$ cat src/srw_pkg.sv
// package of constants and types for the stop recovery and watchdog block
package srw_pkg;

    // ------------------------------------------------------------
    // register map
    // ------------------------------------------------------------
    localparam logic [7:0] ADDR_WAKE_CTRL = 8'h0B;
    localparam logic [7:0] ADDR_IRQ_STATUS = 8'h0C;
    localparam logic [7:0] ADDR_IRQ_CLEAR = 8'h0D;
    localparam logic [7:0] ADDR_IRQ_ENABLE = 8'h0E;
    localparam logic [7:0] ADDR_WDOG_MODE = 8'h0F;

    // stop_wake_control fields
    localparam int WC_SRC_LO = 2;
    localparam int WC_SRC_HI = 4;
    localparam int WC_DELAY = 5;
    localparam int WC_POL = 6;
    localparam int WC_WARM = 7;
    localparam logic [2:0] WC_SRC_RESET = 3'h0;
    localparam logic WC_DELAY_RESET = 1'b1;
    localparam logic WC_POL_RESET = 1'b0;

    // wake source codes
    localparam logic [2:0] SRC_RESET_ONLY = 3'h0;
    localparam logic [2:0] SRC_RESERVED = 3'h1;
    localparam logic [2:0] SRC_P3_PIN1 = 3'h2;
    localparam logic [2:0] SRC_P3_PIN2 = 3'h3;
    localparam logic [2:0] SRC_P3_PIN3 = 3'h4;
    localparam logic [2:0] SRC_P2_PIN7 = 3'h5;
    localparam logic [2:0] SRC_NOR_LOW4 = 3'h6;
    localparam logic [2:0] SRC_NOR_ALL8 = 3'h7;

    // watchdog_mode fields
    localparam int WM_TAP_LO = 0;
    localparam int WM_TAP_HI = 1;
    localparam int WM_HALT = 2;
    localparam int WM_STOP = 3;
    localparam logic [1:0] WM_TAP_RESET = 2'h0;
    localparam logic WM_HALT_RESET = 1'b1;
    localparam logic WM_STOP_RESET = 1'b0;

    // interrupt status bits
    localparam int IRQ_WDOG = 0;
    localparam int IRQ_WAKE = 1;
    localparam int IRQ_BITS = 2;

    // ------------------------------------------------------------
    // timing
    // ------------------------------------------------------------
    localparam int MCLK_KHZ = 10000;
    localparam int WRITE_WINDOW_XTAL = 120;
    localparam logic [7:0] WRITE_WINDOW_CYC = 8'(WRITE_WINDOW_XTAL);
    localparam int POR_DELAY_US = 1000;
    localparam int POR_DELAY_CYC = (POR_DELAY_US * MCLK_KHZ) / 1000;
    localparam int RC_OSC_KHZ = 100;
    localparam int TMO_SEL0_MS = 5;
    localparam int TMO_SEL1_MS = 10;
    localparam int TMO_SEL2_MS = 20;
    localparam int TMO_SEL3_MS = 80;
    localparam logic [2:0] REFRESH_FLAGS = 3'h4;

    // ------------------------------------------------------------
    // types
    // ------------------------------------------------------------
    typedef struct packed {
        logic [7:0] addr;
        logic [7:0] wdata;
        logic wr;
        logic rd;
    } srw_bus_t;

    typedef struct packed {
        logic we;
        logic [2:0] zsv;
    } srw_flags_t;

    typedef enum logic [1:0] {ST_HOLD, ST_RUN, ST_STOP} srw_state_t;

endpackage

$ cat src/srw_top.sv
// stop mode recovery and watchdog reset controller
`timescale 1ns/10ps
`default_nettype none

module srw_top #(
    parameter int POR_CYC = srw_pkg::POR_DELAY_CYC,
    parameter int RC_KHZ = srw_pkg::RC_OSC_KHZ
) (
    input wire logic mclk,
    input wire logic nrst,
    input wire logic clk_en,
    input wire srw_pkg::srw_bus_t bus,
    output logic [7:0] rdata,
    input wire logic stop_req,
    input wire logic halt_mode,
    input wire logic wdog_instr,
    input wire logic rc_osc,
    input wire logic [3:1] port3_pin,
    input wire logic [7:0] port2_pin,
    input wire logic [7:0] port2_dir_out,
    output logic core_rst_n,
    output logic stop_active,
    output srw_pkg::srw_flags_t flags_upd,
    output logic irq
);
    import srw_pkg::*;

    // ------------------------------------------------------------
    // functions
    // ------------------------------------------------------------

    // rc ticks for a time in ms, the plain product, held to at least one tick
    function automatic logic [15:0] ms_ticks(input int ms);
        ms_ticks = 16'((ms * RC_KHZ + 0) > 0 ? ms * RC_KHZ : 1);
    endfunction

    function automatic logic [15:0] tap_limit(input logic [1:0] sel);
        case (sel)
            2'h0: tap_limit = ms_ticks(TMO_SEL0_MS);
            2'h1: tap_limit = ms_ticks(TMO_SEL1_MS);
            2'h2: tap_limit = ms_ticks(TMO_SEL2_MS);
            default: tap_limit = ms_ticks(TMO_SEL3_MS);
        endcase
    endfunction

    // ------------------------------------------------------------
    // reset release
    // ------------------------------------------------------------
    logic rst_s1;
    logic rst_n;

    // async assert, two-flop release
    always_ff @(posedge mclk or negedge nrst) begin
        if (!nrst) begin
            rst_s1 <= 1'b0;
            rst_n <= 1'b0;
        end else begin
            rst_s1 <= 1'b1;
            rst_n <= rst_s1;
        end
    end

    // ------------------------------------------------------------
    // pin synchronisers
    // ------------------------------------------------------------
    logic [11:0] pin_s1;
    logic [11:0] pin_s2;
    logic rc_s3;
    logic rc_tick;
    logic [2:0] p3_sync;
    logic [7:0] p2_sync;

    // pins are asynchronous; second flop is the only reader of the first
    always_ff @(posedge mclk or negedge rst_n) begin
        if (!rst_n) begin
            pin_s1 <= 12'h000;
            pin_s2 <= 12'h000;
            rc_s3 <= 1'b0;
        end else if (clk_en) begin
            pin_s1 <= {rc_osc, port3_pin, port2_pin};
            pin_s2 <= pin_s1;
            rc_s3 <= pin_s2[11];
        end
    end

    assign p2_sync = pin_s2[7:0];
    assign p3_sync = pin_s2[10:8];
    // one tick per rising edge of the watchdog oscillator
    assign rc_tick = pin_s2[11] & ~rc_s3;

    // ------------------------------------------------------------
    // registers and state
    // ------------------------------------------------------------
    srw_state_t state;
    logic [2:0] wake_src;
    logic wake_delay;
    logic wake_pol;
    logic warm_start;
    logic [1:0] wd_tap;
    logic wd_halt;
    logic wd_stop;
    logic [7:0] win_cnt;
    logic [31:0] hold_cnt;
    logic [15:0] wd_cnt;
    logic wd_en;
    logic [IRQ_BITS-1:0] irq_stat;
    logic [IRQ_BITS-1:0] irq_en;
    logic wake_hit;
    logic wd_fire;
    logic wd_run;
    logic win_open;
    logic wr_wc;
    logic wr_wm;
    logic wr_clr;
    logic wr_en;
    logic [7:0] p2_masked;
    logic src_level;

    assign wr_wc = bus.wr && (bus.addr == ADDR_WAKE_CTRL);
    assign wr_wm = bus.wr && (bus.addr == ADDR_WDOG_MODE);
    assign wr_clr = bus.wr && (bus.addr == ADDR_IRQ_CLEAR);
    assign wr_en = bus.wr && (bus.addr == ADDR_IRQ_ENABLE);

    // ------------------------------------------------------------
    // wake detection
    // ------------------------------------------------------------

    // output bits read as zero, the neutral input of a NOR
    assign p2_masked = p2_sync & ~port2_dir_out;

    // selected source level; codes with no pin never match below
    always_comb begin
        src_level = 1'b0;
        case (wake_src)
            SRC_P3_PIN1: src_level = p3_sync[0];
            SRC_P3_PIN2: src_level = p3_sync[1];
            SRC_P3_PIN3: src_level = p3_sync[2];
            SRC_P2_PIN7: src_level = p2_sync[7];
            SRC_NOR_LOW4: src_level = ~|p2_masked[3:0];
            SRC_NOR_ALL8: src_level = ~|p2_masked;
            default: src_level = 1'b0;
        endcase
    end

    // reserved and reset-only codes never wake; polarity picks the level
    assign wake_hit = (state == ST_STOP) && (wake_src != SRC_RESET_ONLY)
        && (wake_src != SRC_RESERVED)
        && (src_level == wake_pol);

    // ------------------------------------------------------------
    // watchdog
    // ------------------------------------------------------------

    // frozen in halt or stop unless the matching activity bit is set
    assign wd_run = wd_en && rc_tick
        && !(halt_mode && !wd_halt)
        && !((state == ST_STOP) && !wd_stop);
    assign wd_fire = wd_run && (wd_cnt >= tap_limit(wd_tap) - 16'h0001);

    // one-shot: refresh restarts, terminal count fires a core reset
    always_ff @(posedge mclk or negedge rst_n) begin
        if (!rst_n) begin
            wd_cnt <= 16'h0000;
            wd_en <= 1'b0;
        end else if (clk_en) begin
            if (wd_fire) begin
                wd_cnt <= 16'h0000;
                wd_en <= 1'b0;
            end else if (wdog_instr && state == ST_RUN) begin
                wd_cnt <= 16'h0000;
                wd_en <= 1'b1;
            end else if (wd_run) begin
                wd_cnt <= wd_cnt + 16'h0001;
            end
        end
    end

    // refresh instruction writes the zero, sign and overflow flags
    always_ff @(posedge mclk or negedge rst_n) begin
        if (!rst_n) begin
            flags_upd <= '0;
        end else if (clk_en) begin
            flags_upd.we <= wdog_instr && state == ST_RUN;
            flags_upd.zsv <= REFRESH_FLAGS;
        end
    end

    // ------------------------------------------------------------
    // sequencer
    // ------------------------------------------------------------

    // hold: core in reset for the stabilisation count, then run
    always_ff @(posedge mclk or negedge rst_n) begin
        if (!rst_n) begin
            state <= ST_HOLD;
            hold_cnt <= 32'h00000000;
            core_rst_n <= 1'b0;
            stop_active <= 1'b0;
            warm_start <= 1'b0;
        end else if (clk_en) begin
            case (state)
                ST_HOLD: begin
                    if (hold_cnt >= 32'(POR_CYC) - 32'h00000001) begin
                        state <= ST_RUN;
                        core_rst_n <= 1'b1;
                    end else begin
                        hold_cnt <= hold_cnt + 32'h00000001;
                    end
                end
                ST_RUN: begin
                    if (wd_fire) begin
                        state <= ST_HOLD;
                        hold_cnt <= 32'h00000000;
                        core_rst_n <= 1'b0;
                        warm_start <= 1'b0;
                    end else if (stop_req) begin
                        state <= ST_STOP;
                        stop_active <= 1'b1;
                    end
                end
                ST_STOP: begin
                    if (wd_fire) begin
                        state <= ST_HOLD;
                        hold_cnt <= 32'h00000000;
                        core_rst_n <= 1'b0;
                        stop_active <= 1'b0;
                        warm_start <= 1'b0;
                    end else if (wake_hit) begin
                        state <= ST_HOLD;
                        core_rst_n <= 1'b0;
                        stop_active <= 1'b0;
                        warm_start <= 1'b1;
                        // fast wake: jump the count to its end
                        if (wake_delay) begin
                            hold_cnt <= 32'h00000000;
                        end else begin
                            hold_cnt <= 32'(POR_CYC);
                        end
                    end
                end
                default: begin
                    state <= ST_HOLD;
                end
            endcase
        end
    end

    // ------------------------------------------------------------
    // mode write window
    // ------------------------------------------------------------

    // window restarts at every core restart, closes after the count
    always_ff @(posedge mclk or negedge rst_n) begin
        if (!rst_n) begin
            win_cnt <= 8'h00;
        end else if (clk_en) begin
            if (state == ST_HOLD) begin
                win_cnt <= 8'h00;
            end else if (win_open) begin
                win_cnt <= win_cnt + 8'h01;
            end
        end
    end

    assign win_open = (state == ST_RUN) && (win_cnt < WRITE_WINDOW_CYC);

    // ------------------------------------------------------------
    // control registers
    // ------------------------------------------------------------

    // wake control keeps its settings across stop recovery
    always_ff @(posedge mclk or negedge rst_n) begin
        if (!rst_n) begin
            wake_src <= WC_SRC_RESET;
            wake_delay <= WC_DELAY_RESET;
            wake_pol <= WC_POL_RESET;
        end else if (clk_en && wr_wc) begin
            wake_src <= bus.wdata[WC_SRC_HI:WC_SRC_LO];
            wake_delay <= bus.wdata[WC_DELAY];
            wake_pol <= bus.wdata[WC_POL];
        end
    end

    // mode register: defaults on watchdog reset, writes only in window
    always_ff @(posedge mclk or negedge rst_n) begin
        if (!rst_n) begin
            wd_tap <= WM_TAP_RESET;
            wd_halt <= WM_HALT_RESET;
            wd_stop <= WM_STOP_RESET;
        end else if (clk_en) begin
            if (wd_fire) begin
                wd_tap <= WM_TAP_RESET;
                wd_halt <= WM_HALT_RESET;
                wd_stop <= WM_STOP_RESET;
            end else if (wr_wm && win_open) begin
                wd_tap <= bus.wdata[WM_TAP_HI:WM_TAP_LO];
                wd_halt <= bus.wdata[WM_HALT];
                wd_stop <= bus.wdata[WM_STOP];
            end
        end
    end

    // ------------------------------------------------------------
    // interrupts
    // ------------------------------------------------------------

    // sticky events; a new event beats a clear in the same cycle
    always_ff @(posedge mclk or negedge rst_n) begin
        if (!rst_n) begin
            irq_stat <= '0;
            irq_en <= '0;
            irq <= 1'b0;
        end else if (clk_en) begin
            irq_stat[IRQ_WDOG] <= wd_fire
                | (irq_stat[IRQ_WDOG] & ~(wr_clr & bus.wdata[IRQ_WDOG]));
            irq_stat[IRQ_WAKE] <= wake_hit
                | (irq_stat[IRQ_WAKE] & ~(wr_clr & bus.wdata[IRQ_WAKE]));
            if (wr_en) begin
                irq_en <= bus.wdata[IRQ_BITS-1:0];
            end
            irq <= |(irq_stat & irq_en);
        end
    end

    // ------------------------------------------------------------
    // read port
    // ------------------------------------------------------------

    // data one cycle after the strobe; mode and unmapped read zero
    always_ff @(posedge mclk or negedge rst_n) begin
        if (!rst_n) begin
            rdata <= 8'h00;
        end else if (clk_en) begin
            rdata <= 8'h00;
            if (bus.rd) begin
                if (bus.addr == ADDR_WAKE_CTRL) begin
                    rdata <= {warm_start, wake_pol, wake_delay, wake_src,
                        2'b00};
                end else if (bus.addr == ADDR_IRQ_STATUS) begin
                    rdata <= 8'({irq_stat});
                end else if (bus.addr == ADDR_IRQ_ENABLE) begin
                    rdata <= 8'({irq_en});
                end else if (bus.addr == ADDR_WDOG_MODE) begin
                    rdata <= 8'h00;
                end
            end
        end
    end

endmodule

`default_nettype wire

$ cat config.mk
export PLATFORM = sky130hd
export DESIGN_NAME = srw_top
export DESIGN_NICKNAME = d
export VERILOG_FILES = /design/src/srw_pkg.sv /design/src/srw_top.sv
export SDC_FILE = /design/constraint.sdc
export NUM_CORES = 1
export LEC_CHECK = 0
export BUFFER_PORTS_ARGS = -buffer_cell sky130_fd_sc_hd__buf_2
export CAP_MARGIN = 25
export CORE_MARGIN = 3
export CORE_UTILIZATION = 59
export CTS_CLUSTER_SIZE = 20
export DETAILED_ROUTE_END_ITERATION = 7
export GPL_ROUTABILITY_DRIVEN = 0
export PLACE_DENSITY = 0.86
export SYNTH_ARGS = -nofsm -noshare
export SYNTH_HDL_FRONTEND = slang
export SYNTH_SLANG_ARGS = --single-unit
$ cat constraint.sdc
create_clock -name mclk -period 3.7 [get_ports mclk]
set_clock_uncertainty 0.05 [all_clocks]
set_input_delay 0.37 -clock mclk [delete_from_list [all_inputs] [get_ports mclk]]
set_output_delay 0.37 -clock mclk [all_outputs]
set_load 0.01 [all_outputs]
### After elaboration in Yosys (flattened, before gate mapping)

Cells that the tools add are included.
Widths: inputs -> output; s select.

* register bits: 113
* output and inout port bits: 15
* word-level logic and storage cells: 156
* bits of input ports: 44

* order comparisons: 3
* multiplexer cells: 42
* equal/unequal tests: 24
* add/sub/neg operators: 4
* reductions and logical operators: 45
* bitwise logic cells: 13

Operators with widths (count)
* $mux 32: 4
* $pmux 32 s3: 1
* $mux 16: 3
* $eq 8x4->1 const B: 5
* $mux 8: 5
* $pmux 13 s3: 1
* $add 32x1->32 const B: 1
* $ge 32x14->1 const B: 1
* $logic_and 1x1->1: 17
* $add 16x1->16 const B: 1
* $ge 16x16->1: 1
* $mux 2: 8
* $sub 16x1->16 const B: 1
* $reduce_and 5->1: 3
* $mux 1: 14
* $mux 14: 1
* $eq 3x3->1 const B: 4
* $ne 2x2->1 const B: 5
* $reduce_and 2->1: 5
* $reduce_bool 3->1: 3
* $add 8x1->8 const B: 1
* $and 8x8->8: 1
* $lt 8x7->1 const B: 1
* $not 8->8: 1
* 21 further kinds: 43

### Longest topological paths before layout

* depth in word-level cells: 10
* gate-level depth with buffers: 13
* mapped depth without buffers: 11

### Worst setup path after synthesis

OpenSTA, ideal clock, no wires.

* path kind: reg2reg
* start point: reg wd_tap[0]
* end point: reg hold_cnt[8]
* arrival time: 2.639 ns
* setup slack: 0.888 ns
* buffers on the path: 1
* stages on the path, launching flop included: 13
* data required time: 3.527 ns
* setup time: 0.123 ns
* period minus slack after synthesis: 2.812 ns
* path through: dfrtp_1 -> inv_1 -> ha_1 -> xor2_1 -> ha_1 -> nor2_1 -> nor4_1 -> o2111ai_1 -> o211a_1 -> a21o_1 -> or2_0 -> clkbuf_1 -> o221a_2

* word-level cells in the longest chain between the ends: 7
* elaborated cells between the ends (all ways): 12
* classes of those cells: add/sub (1); order compare (1); eq/ne (4); mux (3); reduce/logical (3)

RTL lines
* start: declaration: line srw_top.sv:99 `logic [1:0] wd_tap;`
* start signal: assignment: line srw_top.sv:296 `wd_tap <= bus.wdata[WM_TAP_HI:WM_TAP_LO];`
* $eq 2x2->1 (tied with other cells): line srw_top.sv:38 `case (sel)`
* $pmux 13 s3 *: line srw_top.sv:38
* $sub 16x1->16 *: line srw_top.sv:158 `assign wd_fire = wd_run && (wd_cnt >= tap_limit(wd_tap) - 16'h0001);`
* $ge 16x16->1 *: line srw_top.sv:158
* $logic_and 1x1->1 *: line srw_top.sv:158
* $ne 3x3->1 (no line) (tied with other cells)
* $reduce_and 5->1 (no line) or $pmux 32 s3 (tied branches)
* end signal: assignment: line srw_top.sv:207 `hold_cnt <= hold_cnt + 32'h00000001;`
* end signal: assignment: line srw_top.sv:237 `hold_cnt <= 32'(POR_CYC);`
* end: declaration: line srw_top.sv:103 `logic [31:0] hold_cnt;`

Every way passes the cells marked *; elsewhere a longest branch is shown, timed or not.
A chain may end at the register's enable or synchronous reset.

### Worst setup path in the final report

* start point: reg wd_tap[0]
* end point: reg hold_cnt[30]

Same word-level chain as after synthesis.

==> impl_metrics.toml <==
[cells_and_area]
synthToLayoutAreaGrowth_pct = 16.6
regArea_um2 = 2830
multi_input_area_um2 = 2920
layout.nets = 720
diodes = 0
layout_commonest_cell = "dfrtp_1"
nFillCells = 670
drive_gt1_frac = 0.211
final_area_um2 = 6930
final_cell_mix = "110 x dfrtp_1, 62 x nand2_1, 55 x buf_2"

[die]
die_w_um = 106
io_pins = 59
core_area_um2 = 9500
rows = 35
fp.dieArea_um2 = 11300
start_util = 0.625
die_y_um = 106

[synthesis]
synth_area_leaders = "dfrtp_1 47%, mux2_2 6.3%, ha_1 4.8%"
synth_flop_cell = "dfrtp_1"
synth_seq_cells = 113
synth-seq-area-share = 0.477
avgSynthCellArea_um2 = 10.1
synth_top_area_frac = 0.468
async_flop_share = 1.00
yosys_warnings = 0
synthCells = 590
synth_cell_types = 67
synth_area_um2 = 5940
synth_top_area_cell = "dfrtp_1"
synth_edf_count = 0

[setup_path]
r2r_slack_ns = 0.30
crit_path_end_kind = "flop"
cp_data_arrival_time_ns = 3.81
cp_common_cell = "ha_1"
worst_path_dominant_cell_family = "simple AND/OR/NAND/NOR gates"
crit_fanout = 20
r2r_cells = 12
required_ns = 4.10
cp-start-kind = "flop"
slowest_stage = "or4_1"
worstReg2RegEnd = "hold_cnt[30]$_DFFE_PN0P_"
path_buf_inv = 2
path_class = "flop to flop"
crit_path_cell_trace = "inv_1 > ha_1 > xor2_1 > ha_1 > nor2_1 > nor4_1 > o2111ai_1 > o211a_1 > a21o_1 > buf_4 > or4_1 > nand3_1"
crit_path_max_incr_delay_ns = 0.49
r2r-start = "wd_tap[0]$_DFFE_PN0P_"

[timing]
rsz0062_at_grt = "false"
tns_ns = 0
min_period_ns = 3.40
fin_crit_sh = 0.920
slew_viol_final = 0
max_slew_margin = 0.415
tightest_slew_ns = 0.877
max_clock_freq_mhz = 294
whs_ns = 0.0402
setup_viol = 0
hold_viol = 0

[clock_network]
cts_setup_buffers = 0
cts_max_level = 4
clockBufferDepth = 2
path_clk_slew_ns = 0.05
cts-buffers-inserted = 17
cts.sinks = 113
cts-root-buf = "clkbuf_8"
clk_latency_ns = 0.51
cts_tree = "done"

[hold_path]
hold-path-cell-count = 2
holdPathEnd = "pin_s1[6]$_DFFE_PN0P_"
hp-class = "input pin to flop"
hold_start = "port2_pin[6]"

[grt]
grt_pass1_vias = 5071
track_usage = 0.261
antenna_found_initial = 0
grt-ovfl-total = 0
grt_max_degree = 72
grt_first_pass_wirelength_um = 23900

[routing]
num_vias = 4950
drc_errors = 0
dr.pass1.iters = 5
wl_per_cell_um = 17.6
wirelength_um = 13900
drtIter0Drc = 299
antenna_left = 0
via_per_inst = 6.24

[power_and_ir_drop]
power_leakage_uw = 0.00320
power_frac_seq = 0.381
p_int_uw = 2940
power.density_nw_per_um2 = 629
clockPowerShare = 0.357
vdd_drop_max_mv = 0.500
sw_frac_of_total = 0.326
power_switching_uw = 1420
power_frac_comb = 0.262

[place]
dp_hpwl_um = 9310
portBuffers = 55
placed_area_um2 = 6360

[run_status]
status = "complete, no violations"

[flow_run]
drv_cap = 0
cell usage after synthesis (2+ instances only):
library cell,count
a211o_1,3
a21o_1,2
a21oi_1,16
a221o_1,5
a22o_1,6
a22oi_1,3
a31oi_1,8
and2_1,2
and3_1,13
and3b_1,3
and4_1,4
buf_4,2
buf_6,2
clkbuf_1,21
conb_1,2
dfrtp_1,111
dfstp_2,2
ha_1,23
inv_1,17
mux2_2,33
mux2i_1,7
nand2_1,62
nand2b_1,5
nand3_1,44
nand3b_1,13
nand4_1,7
nor2_1,42
nor2b_1,7
nor3_1,12
nor3b_1,9
nor4_1,12
nor4b_1,5
o21ai_0,19
o221a_2,4
o22ai_1,2
o2bb2ai_1,2
o31ai_1,3
o41ai_1,2
or2_2,3
or4_1,14
xnor2_1,4
xor2_1,9
worst register-to-register path: cells and delay by family, from the launching register on:
kind,cells,cell delay [ns]
adders and majority gates,2,0.52
AOI/OAI and AO/OA,3,0.88
buffers and inverters,2,0.41
and+or+nand+nor,4,0.90
DFF,1,0.42
xor gates and xnor gates,1,0.17
cells by family after synthesis:
kind of cell / count (synthesis) / share of synthesized area
AO/OA/AOI/OAI: 93 / 0.113
adder cells (fa/ha/maj): 23 / 0.0485
multiplexers: 40 / 0.0744
other: 2 / 0.00126
buffers and inverters: 44 / 0.0318
XOR/XNOR: 13 / 0.0192
AND/OR/NAND/NOR: 262 / 0.236
flip-flops: 113 / 0.477
per-stage QoR:
stage | utilization | std cells | setup slack (ns) | power [uW]
2_1_floorplan | - | 591 | 0.272 | 2500
3_3_place_gp | 0.669 | 762 | 0.452 | 2710
3_5_place_dp | 0.669 | 762 | 0.366 | 2790
4_1_cts | 0.729 | 793 | 0.339 | 4360
5_1_grt | 0.729 | 793 | 0.0570 | 4610
6_report | 0.729 | 793 | 0.296 | 4360
final cells by class:
type | count | area share
Multi-Input combinational cell | 434 | 0.422
Tap cell | 129 | 0.0233
Timing Repair Buffer | 69 | 0.0553
Inverter | 18 | 0.00976
Clock inverter | 7 | 0.0159
Sequential cell | 113 | 0.409
Clock buffer | 23 | 0.0645
worst max-delay path by stage:
stage,start,end,depth (start not counted)
2_1_floorplan,rst_n$_DFF_PN0_,core_rst_n$_DFFE_PN0P_,0
3_3_place_gp,state[0]$_DFFE_PN0P_,hold_cnt[30]$_DFFE_PN0P_,10
3_5_place_dp,wd_tap[0]$_DFFE_PN0P_,hold_cnt[30]$_DFFE_PN0P_,12
4_1_cts,wd_tap[0]$_DFFE_PN0P_,hold_cnt[30]$_DFFE_PN0P_,12
5_1_grt,wd_tap[0]$_DFFE_PN0P_,hold_cnt[21]$_DFFE_PN0P_,13
6_report,wd_tap[0]$_DFFE_PN0P_,hold_cnt[30]$_DFFE_PN0P_,12
what timing repair did:
| item | CTS | global route |
|---|---|---|
| gates resized for setup | 0 | 0 |
| hold buffers | 1 | 0 |
| hold endpoints to repair | 2 | 0 |
power groups by stage:
stage | sequential [uW] | clock, uW | combinational, uW
after floorplan | 1620 | 0 | 882
after global placement | 1650 | 0 | 1060
after detailed placement | 1670 | 0 | 1130
after CTS | 1650 | 1570 | 1140
after global routing | 1690 | 1630 | 1290
final | 1660 | 1560 | 1140
per-layer routing:
layer | share of wire | up-vias | track usage
met2 | 0.52 | 152 | 0.460
met4 | 0.014 | 0 | 0.0796
met1 | 0.42 | 2485 | 0.320
met5 | 0 | - | 0
met3 | 0.047 | 22 | 0.0589
li1 | - | 2291 | -
state kept, by name (all words and copies together) (netlist names), 2 cells and up:
| name | flops |
|---|---|
| rdata | 8 |
| win_cnt | 8 |
| flags_upd | 2 |
| pin_s1 | 12 |
| irq_en | 2 |
| state | 2 |
| wake_src | 3 |
| hold_cnt | 32 |
| wd_cnt | 16 |
| pin_s2 | 12 |
| wd_tap | 2 |
| irq_stat | 2 |
Note: power is estimated with default switching activity, not from simulation.
